--- src/wdt_defines.svh ---
// register map, field positions and timing constants of the two-stage watchdog
`ifndef WDT_DEFINES_SVH
`define WDT_DEFINES_SVH

`define WDT_PORT_ADDR        16'h0079
`define WDT_ADDR_W           16
`define WDT_DATA_W           8
`define WDT_REG_RESET        8'h00

`define WDT_SEL_LSB          0
`define WDT_SEL_MSB          2
`define WDT_RST_EN_BIT       3
`define WDT_NMI_EN_BIT       4
`define WDT_SUPPLY_FLAG_BIT  5
`define WDT_NMI_SEEN_BIT     6
`define WDT_RST_FLAG_BIT     7

`define WDT_SLOW_MAX_HZ      32
`define WDT_MS_PER_S         1000
`define WDT_WARN_MS          250
`define WDT_P0_MS            1000
`define WDT_P1_MS            500
`define WDT_P2_MS            250
`define WDT_P3_MS            2000
`define WDT_P4_MS            8000
`define WDT_P5_MS            32000
`define WDT_P6_MS            128000
`define WDT_P7_MS            256000
// least time: round up to whole ticks of the fastest slow clock
`define WDT_MS_TO_TICKS(ms)  (((ms) * `WDT_SLOW_MAX_HZ + `WDT_MS_PER_S - 1) / `WDT_MS_PER_S)
`define WDT_TICK_W           14
`define WDT_RST_HOLD_DEF     200000
`define WDT_HOLD_W           20

`endif

--- src/wdt_pkg.sv ---
// types shared by the watchdog design
package wdt_pkg;
    typedef enum logic [1:0] {st_count, st_warn, st_reset} watch_state_type;
endpackage

--- src/wdt_sync.sv ---
// two flip-flop synchroniser for asynchronous levels
`timescale 1ns/1ps
module wdt_sync #(
    parameter int W = 1
) (
    input  wire logic         i_ref_clk,
    input  wire logic         i_reset,
    input  wire logic [W-1:0] i_async,
    output logic      [W-1:0] o_sync
);
    logic [W-1:0] stage1;

    always_ff @(posedge i_ref_clk)
    begin
        if (i_reset)
        begin
            stage1 <= '0;
            o_sync <= '0;
        end
        else
        begin
            stage1 <= i_async;
            o_sync <= stage1;
        end
    end
endmodule

--- src/wdt_tick_counter.sv ---
// slow-tick counter with synchronous clear, saturating at all ones
`timescale 1ns/1ps
module wdt_tick_counter #(
    parameter int W = 14
) (
    input  wire logic         i_ref_clk,
    input  wire logic         i_reset,
    input  wire logic         i_clear,
    input  wire logic         i_tick,
    output logic      [W-1:0] o_count
);
    always_ff @(posedge i_ref_clk)
    begin
        if (i_reset || i_clear)
            o_count <= '0;
        else if (i_tick && !(&o_count))
            o_count <= o_count + 1'b1;
    end
endmodule

--- src/wdt_top.sv ---
// two-stage watchdog with its control and status port
`timescale 1ns/1ps
`include "wdt_defines.svh"
module wdt_top
    import wdt_pkg::*;
#(
    parameter int RESET_HOLD_CYCLES = `WDT_RST_HOLD_DEF
) (
    input  wire logic                   i_ref_clk,
    input  wire logic                   i_reset,
    input  wire logic [`WDT_ADDR_W-1:0] i_io_addr,
    input  wire logic                   i_io_rd,
    input  wire logic                   i_io_wr,
    input  wire logic [`WDT_DATA_W-1:0] i_io_wdata,
    input  wire logic                   i_slow_clk,
    input  wire logic                   i_supply_fault,
    output logic      [`WDT_DATA_W-1:0] o_io_rdata,
    output logic                        o_io_rdata_valid,
    output logic                        o_nmi,
    output logic                        o_sys_reset
);
    localparam logic [`WDT_TICK_W-1:0] WARN_TICKS = `WDT_TICK_W'(`WDT_MS_TO_TICKS(`WDT_WARN_MS));
    localparam logic [`WDT_HOLD_W-1:0] HOLD_LAST  = `WDT_HOLD_W'(RESET_HOLD_CYCLES - 1);

    logic [1:0]             pin_sync;
    logic                   slow_prev;
    logic                   tick;
    logic                   addr_hit;
    logic                   strobe;
    logic                   write;
    logic [2:0]             period_sel;
    logic                   rst_en;
    logic                   nmi_en;
    logic                   supply_flag;
    logic                   nmi_seen;
    logic                   wdt_rst_flag;
    logic [`WDT_DATA_W-1:0] reg_value;
    watch_state_type        state;
    watch_state_type        next_state;
    logic [`WDT_TICK_W-1:0] period_cnt;
    logic [`WDT_TICK_W-1:0] warn_cnt;
    logic [`WDT_TICK_W-1:0] period_limit;
    logic                   period_clear;
    logic                   period_tick;
    logic                   warn_clear;
    logic                   warn_tick;
    logic                   period_done;
    logic                   warn_done;
    logic [`WDT_HOLD_W-1:0] hold_cnt;

    function automatic logic [`WDT_TICK_W-1:0] period_ticks(input logic [2:0] sel);
        logic [`WDT_TICK_W-1:0] t;
        t = '0;
        case (sel)
            3'h0: t = `WDT_TICK_W'(`WDT_MS_TO_TICKS(`WDT_P0_MS));
            3'h1: t = `WDT_TICK_W'(`WDT_MS_TO_TICKS(`WDT_P1_MS));
            3'h2: t = `WDT_TICK_W'(`WDT_MS_TO_TICKS(`WDT_P2_MS));
            3'h3: t = `WDT_TICK_W'(`WDT_MS_TO_TICKS(`WDT_P3_MS));
            3'h4: t = `WDT_TICK_W'(`WDT_MS_TO_TICKS(`WDT_P4_MS));
            3'h5: t = `WDT_TICK_W'(`WDT_MS_TO_TICKS(`WDT_P5_MS));
            3'h6: t = `WDT_TICK_W'(`WDT_MS_TO_TICKS(`WDT_P6_MS));
            default: t = `WDT_TICK_W'(`WDT_MS_TO_TICKS(`WDT_P7_MS));
        endcase
        return t;
    endfunction

    // slow clock and supply fault come from other domains
    // only the second flop is read, so a metastable first stage never fans out
    wdt_sync #(
        .W (2)
    ) u_pin_sync (
        .i_ref_clk (i_ref_clk),
        .i_reset   (i_reset),
        .i_async   ({i_supply_fault, i_slow_clk}),
        .o_sync    (pin_sync)
    );

    always_ff @(posedge i_ref_clk)
    begin
        if (i_reset)
            slow_prev <= 1'b0;
        else
            slow_prev <= pin_sync[0];
    end

    assign tick = pin_sync[0] && !slow_prev;

    // address decode
    always_comb
    begin
        if (i_io_addr == `WDT_PORT_ADDR)
            addr_hit = 1'b1;
        else
            addr_hit = 1'b0;
    end

    assign strobe = i_io_rd && addr_hit;
    assign write  = i_io_wr && addr_hit;

    // control bits; i_reset is the power-up reset only, system resets never reach here
    always_ff @(posedge i_ref_clk)
    begin
        if (i_reset)
        begin
            period_sel <= 3'h0;
            rst_en     <= 1'b0;
            nmi_en     <= 1'b0;
        end
        else if (write)
        begin
            period_sel <= i_io_wdata[`WDT_SEL_MSB:`WDT_SEL_LSB];
            rst_en     <= i_io_wdata[`WDT_RST_EN_BIT];
            nmi_en     <= i_io_wdata[`WDT_NMI_EN_BIT];
        end
    end

    // status flags have no clear but power-up, so no set/clear race exists
    always_ff @(posedge i_ref_clk)
    begin
        if (i_reset)
        begin
            supply_flag  <= 1'b0;
            nmi_seen     <= 1'b0;
            wdt_rst_flag <= 1'b0;
        end
        else
        begin
            if (pin_sync[1])
                supply_flag <= 1'b1;
            // follows the interrupt output itself, so an enable written mid-warning still leaves a trace
            if (next_state == st_warn && nmi_en)
                nmi_seen <= 1'b1;
            if (next_state == st_reset && state != st_reset)
                wdt_rst_flag <= 1'b1;
        end
    end

    assign reg_value = {wdt_rst_flag, nmi_seen, supply_flag, nmi_en, rst_en, period_sel};

    // data holds between reads; only the valid pulse marks a fresh answer
    always_ff @(posedge i_ref_clk)
    begin
        if (i_reset)
        begin
            o_io_rdata       <= `WDT_REG_RESET;
            o_io_rdata_valid <= 1'b0;
        end
        else
        begin
            o_io_rdata_valid <= strobe;
            if (strobe)
                o_io_rdata <= reg_value;
        end
    end

    assign period_limit = period_ticks(period_sel);
    assign period_clear = strobe || state != st_count;
    assign period_tick  = tick && state == st_count;
    assign warn_clear   = strobe || state != st_warn;
    assign warn_tick    = tick && state == st_warn;

    wdt_tick_counter #(
        .W (`WDT_TICK_W)
    ) u_period_cnt (
        .i_ref_clk (i_ref_clk),
        .i_reset   (i_reset),
        .i_clear   (period_clear),
        .i_tick    (period_tick),
        .o_count   (period_cnt)
    );

    wdt_tick_counter #(
        .W (`WDT_TICK_W)
    ) u_warn_cnt (
        .i_ref_clk (i_ref_clk),
        .i_reset   (i_reset),
        .i_clear   (warn_clear),
        .i_tick    (warn_tick),
        .o_count   (warn_cnt)
    );

    // one extra edge: the first slow edge may land just after the strobe
    assign period_done = period_cnt > period_limit;
    assign warn_done   = warn_cnt > WARN_TICKS;

    always_comb
    begin
        next_state = state;
        case (state)
            st_count:
                if (!strobe && period_done)
                    next_state = st_warn;
            st_warn:
                if (strobe)
                    next_state = st_count;
                else if (warn_done)
                    next_state = rst_en ? st_reset : st_count;
            st_reset:
                // strobes here are answered but cannot cut the reset pulse short
                if (hold_cnt == HOLD_LAST)
                    next_state = st_count;
            default:
                next_state = st_count;
        endcase
    end

    always_ff @(posedge i_ref_clk)
    begin
        if (i_reset)
            state <= st_count;
        else
            state <= next_state;
    end

    always_ff @(posedge i_ref_clk)
    begin
        if (i_reset || state != st_reset)
            hold_cnt <= '0;
        else
            hold_cnt <= hold_cnt + 1'b1;
    end

    always_ff @(posedge i_ref_clk)
    begin
        if (i_reset)
        begin
            o_nmi       <= 1'b0;
            o_sys_reset <= 1'b0;
        end
        else
        begin
            o_nmi       <= next_state == st_warn && nmi_en;
            o_sys_reset <= next_state == st_reset;
        end
    end
endmodule

--- config.mk ---
export PLATFORM = sky130hd
export DESIGN_NAME = wdt_top
export DESIGN_NICKNAME = d
export VERILOG_FILES = /design/src/wdt_pkg.sv /design/src/wdt_sync.sv /design/src/wdt_tick_counter.sv /design/src/wdt_top.sv
export VERILOG_INCLUDE_DIRS = /design/src
export SDC_FILE = /design/constraint.sdc
export NUM_CORES = 1
export LEC_CHECK = 0
export BUFFER_PORTS_ARGS = -buffer_cell sky130_fd_sc_hd__buf_2
export CORE_MARGIN = 8
export CORE_UTILIZATION = 40
export CTS_BUF_LIST = sky130_fd_sc_hd__clkbuf_16
export DETAILED_ROUTE_END_ITERATION = 6
export PLACE_DENSITY = 0.57
export SYNTH_ARGS = -nofsm -noshare
export SYNTH_HDL_FRONTEND = slang
export SYNTH_SLANG_ARGS = --single-unit
--- constraint.sdc ---
create_clock -name i_ref_clk -period 5.78 [get_ports i_ref_clk]
set_clock_uncertainty 0.1 [all_clocks]
set_input_delay 1.156 -clock i_ref_clk [delete_from_list [all_inputs] [get_ports i_ref_clk]]
set_output_delay 1.156 -clock i_ref_clk [all_outputs]
set_load 0.005 [all_outputs]
==> Flow_metrics.wiki <==
{| class="wikitable"
! Metric !! Value
|-
| Final hold violation count || 0
|-
| Tightest Pin Transition || 630.6 ps
|-
| Reg-to-reg setup timing slack || 3290 ps
|-
| Multi-input logic area || 0.001904 mm2
|-
| M1 wire length || 3.487 mm
|-
| Master of the slowest instance on the critical path || or4_1
|-
| Clock Pin Slew Worst Setup and Hold Paths || 60 ps
|-
| DR WL met3 || 321 um
|-
| Count of mapped cells out of synthesis || 398
|-
| Post-CTS Hold Buffers || 0
|-
| Detailed placement HPWL || 5.026 mm
|-
| Number of flops mapped to enable cells by yosys || 0
|-
| Portion of the post-synthesis area used by sequential elements || 0.4197
|-
| Net Sw Frac || 0.2026
|-
| Floorplan row count || 34
|-
| Number of clock sinks || 74
|-
| # setup viols final || 0
|-
| Combined flip-flop and latch cell area || 0.001481 mm2
|-
| Delay of the slowest cell on the worst path || 480 ps
|-
| Maximum operating frequency || 368.1 MHz
|-
| Average detailed-routed wire length per instance || 12.94 um
|-
| Initial standard-cell utilization of the core || 0.4087
|-
| Arrival time of data at the critical path endpoint || 2810 ps
|-
| Pint || 0.8515 mW
|-
| Netlist area before placement || 0.003530 mm2
|-
| Critical setup path kind || input pin to register
|-
| Distinct cell type count of the synthesized netlist || 49
|-
| Switching pwr || 0.2164 mW
|-
| Final critical-path share of the clock period || 0.4700
|-
| Residual overflow from global routing || 0
|-
| Inserted Clock Buffers || 9
|-
| Sum of routed wire length over all layers || 7.028 mm
|-
| Result of the run || finished clean
|-
| CP Capture Type || register
|-
| Die Height || 109.9 um
|-
| Vias after detailed routing || 2849
|-
| Worst Hold Class || register to register
|-
| Comb power frac || 0.019
|-
| VDD IR max || 0.0001314 V
|-
| Vias per inst || 5.247
|-
| Number of max-cap violations || 0
|-
| Setup repair after global routing missed its margin || false
|-
| Die area || 0.01209 mm2
|-
| Leakage || 1.409 nW
|-
| TritonRoute pass-1 iters || 4
|-
| Count of buffers inserted at the top-level ports || 37
|-
| Largest driver fanout on the critical path || 14
|-
| Required time of the critical path || 5870 ps
|-
| Wire length of the first global-routing pass || 12.38 mm
|-
| Dominant synthesized flop cell || dfxtp_1
|-
| Die W || 109.9 um
|-
| Cells along the critical path || buf_2, nor4b_1, nand3_1, nor2_1, buf_4, or4_1, nor3_1
|-
| Number of global-route vias before repair || 2795
|-
| Buffer type at the clock tree root || clkbuf_16
|-
| Number of antenna diodes || 0
|-
| Total number of yosys warnings || 0
|-
| Rel. slew slack || 0.5786
|-
| Core footprint || 0.008636 mm2
|-
| Number of buffers inserted by post-CTS setup repair || 0
|-
| Crit-path leading delay family || simple AND/OR/NAND/NOR gates
|-
| Flops & latches, synth || 74
|-
| Portion of total power attributed to the clock network || 0.500
|-
| Latest clock arrival within the worst-skew pair || 320 ps
|-
| P per Cell Area || 262.9 mW/mm2
|-
| RePlAce Congestion || 0.7528
|-
| Fraction of layout instances using a drive strength above 1 || 0.1379
|-
| Type of element launching the critical path || input pin
|-
| Drc violations || 0
|-
| TritonCTS clock tree || done
|-
| Sequential Power Share || 0.481
|-
| Top Metal Used || met4
|-
| Synth async-reset ratio || 0
|-
| DR iter-0 viols || 107
|-
| Max-slew violation count || 0
|-
| Fill cell count || 867
|-
| Final layout net count || 473
|-
| Antenna Nets Post-Route || 0
|-
| Worst path buffer plus inverter count || 2
|-
| Level count of the clock H-tree || 3
|-
| Clock period minus final worst setup slack || 2717 ps
|-
| Largest net degree at the start of global routing || 29
|-
| Number of nets produced by synthesis || 441
|-
| # resized after CTS || 0
|-
| Initial antenna violation count || 0
|-
| Setup Total Neg Slack || 0 ps
|-
| Total power after layout || 1.068 mW
|-
| Overall fraction of global-route tracks in use || 0.1252
|-
| Count of pins on the block boundary || 41
|-
| Post-Synthesis Mean Instance Area || 8.868 um2
|-
| Routed length on met2 || 3.177 mm
|-
| Max Buffers Root-to-Sink || 2
|-
| Synthesis-to-finish area growth || 15.10%
|}
worst min-delay path, cell delays in order (launching register included):
cell and delay (ps):
dfxtp_1 300, nor2_1 30, nor2_1 60
registers in the layout, summed over array words and instances (netlist names), 2 cells and up:
signal	flops
hold_cnt	20
u_pin_sync.stage1	2
u_pin_sync.o_sync	2
u_warn_cnt.o_count	14
u_period_cnt.o_count	14
period_sel	3
state	2
o_io_rdata	8
layer usage:
metal | up-vias | GRT usage
met4 | 0 | 0.02314
met1 | 1336 | 0.1559
met2 | 43 | 0.2033
met5 | - | 0
met3 | 3 | 0.04631
li1 | 1467 | -
cell families (layout without fill, tap and decap cells):
logic type / count (synthesis) / in the layout / synth area share
xor gates and xnor gates: 37 / 37 / 0.09181
and+or+nand+nor: 185 / 185 / 0.2843
buffers and inverters: 34 / 71 / 0.04076
DFF: 74 / 74 / 0.4197
adders and majority gates: 13 / 13 / 0.04608
muxes: 14 / 14 / 0.03970
AOI/OAI and AO/OA: 41 / 41 / 0.07764
path summary, 6_finish.rpt:
check / start / to / cells past startpoint
hold reg to reg: u_pin_sync.o_sync[1] / supply_flag / 2
hold / removal: u_pin_sync.o_sync[1] / supply_flag / 2
setup / recovery: i_io_addr[9] / u_period_cnt.o_count[12] / 7
setup reg to reg: period_sel[0] / nmi_seen / 7
synthesized netlist by cell type (2+ instances only):
library cell	n	area (um2)
or3_1	9	56.30
o211ai_1	7	52.55
nand2_1	18	67.56
nor4_1	14	87.58
nand4_1	8	50.05
clkbuf_1	7	26.28
inv_1	17	63.81
nor2b_1	7	43.79
nor3_1	10	50.05
buf_4	2	15.01
xnor2_1	23	201.4
nor4bb_1	2	20.02
nand3_1	17	85.08
and4_1	4	35.03
o21ai_0	10	50.05
dfxtp_1	74	1481
nand3b_1	4	30.03
o2111ai_1	3	26.28
and3_1	10	62.56
or2_2	3	18.77
a221oi_1	2	17.52
ha_1	13	162.7
xor2_1	14	122.6
a21oi_1	11	55.05
and4bb_2	2	25.02
nor2_1	64	240.2
mux2i_1	14	140.1
buf_2	7	35.03
nor4b_1	2	17.52
area by class of cell:
cell class | instances | share of cell area
multi-input cells | 290 | 0.4687
flip-flops and latches | 74 | 0.3646
clock buffers | 9 | 0.05544
repair buffers | 38 | 0.04743
well taps | 108 | 0.03326
inverters | 17 | 0.01571
clock inverters | 7 | 0.01478
cell usage in the layout (no fill, tap or decap), types with 3 or more instances in the layout:
cell type,count
nand2_1,18
nor4_1,14
or3_1,9
inv_1,17
xnor2_1,23
clkinv_1,3
dfxtp_1,74
nand3b_1,4
nand4_1,8
clkbuf_16,9
and4_1,4
o211ai_1,7
nor2b_1,7
nand3_1,17
ha_1,13
o21ai_0,10
a21oi_1,11
nor3_1,10
or2_2,3
o2111ai_1,3
nor2_1,64
mux2i_1,14
and3_1,10
buf_2,37
xor2_1,14
power groups by stage:
| stage | combinational [mW] | sequential, mW | clock [mW] |
|---|---|---|---|
| after detailed placement | 0.0209 | 0.525 | 0 |
| final | 0.0203 | 0.514 | 0.534 |
| after floorplan | 0.0105 | 0.525 | 0 |
| after CTS | 0.0208 | 0.514 | 0.552 |
| after global routing | 0.0229 | 0.514 | 0.576 |
| after global placement | 0.0202 | 0.525 | 0 |
metrics by stage:
| step | instances | hold WS [ps] | cell area, um2 | utilization | setup WS (ps) |
|---|---|---|---|---|---|
| finish | 543 | 335.6 | 4063 | 0.4704 | 3063 |
| global placement | 527 | 318.3 | 3777 | 0.4374 | 2734 |
| floorplan | 398 | 311.4 | 3530 | - | 3171 |
| CTS | 543 | 337.4 | 4063 | 0.4704 | 3022 |
| detailed placement | 527 | 325.5 | 3777 | 0.4374 | 2657 |
| global route | 543 | 360.7 | 4063 | 0.4704 | 2848 |
Note: power is estimated with default switching activity, not from simulation.
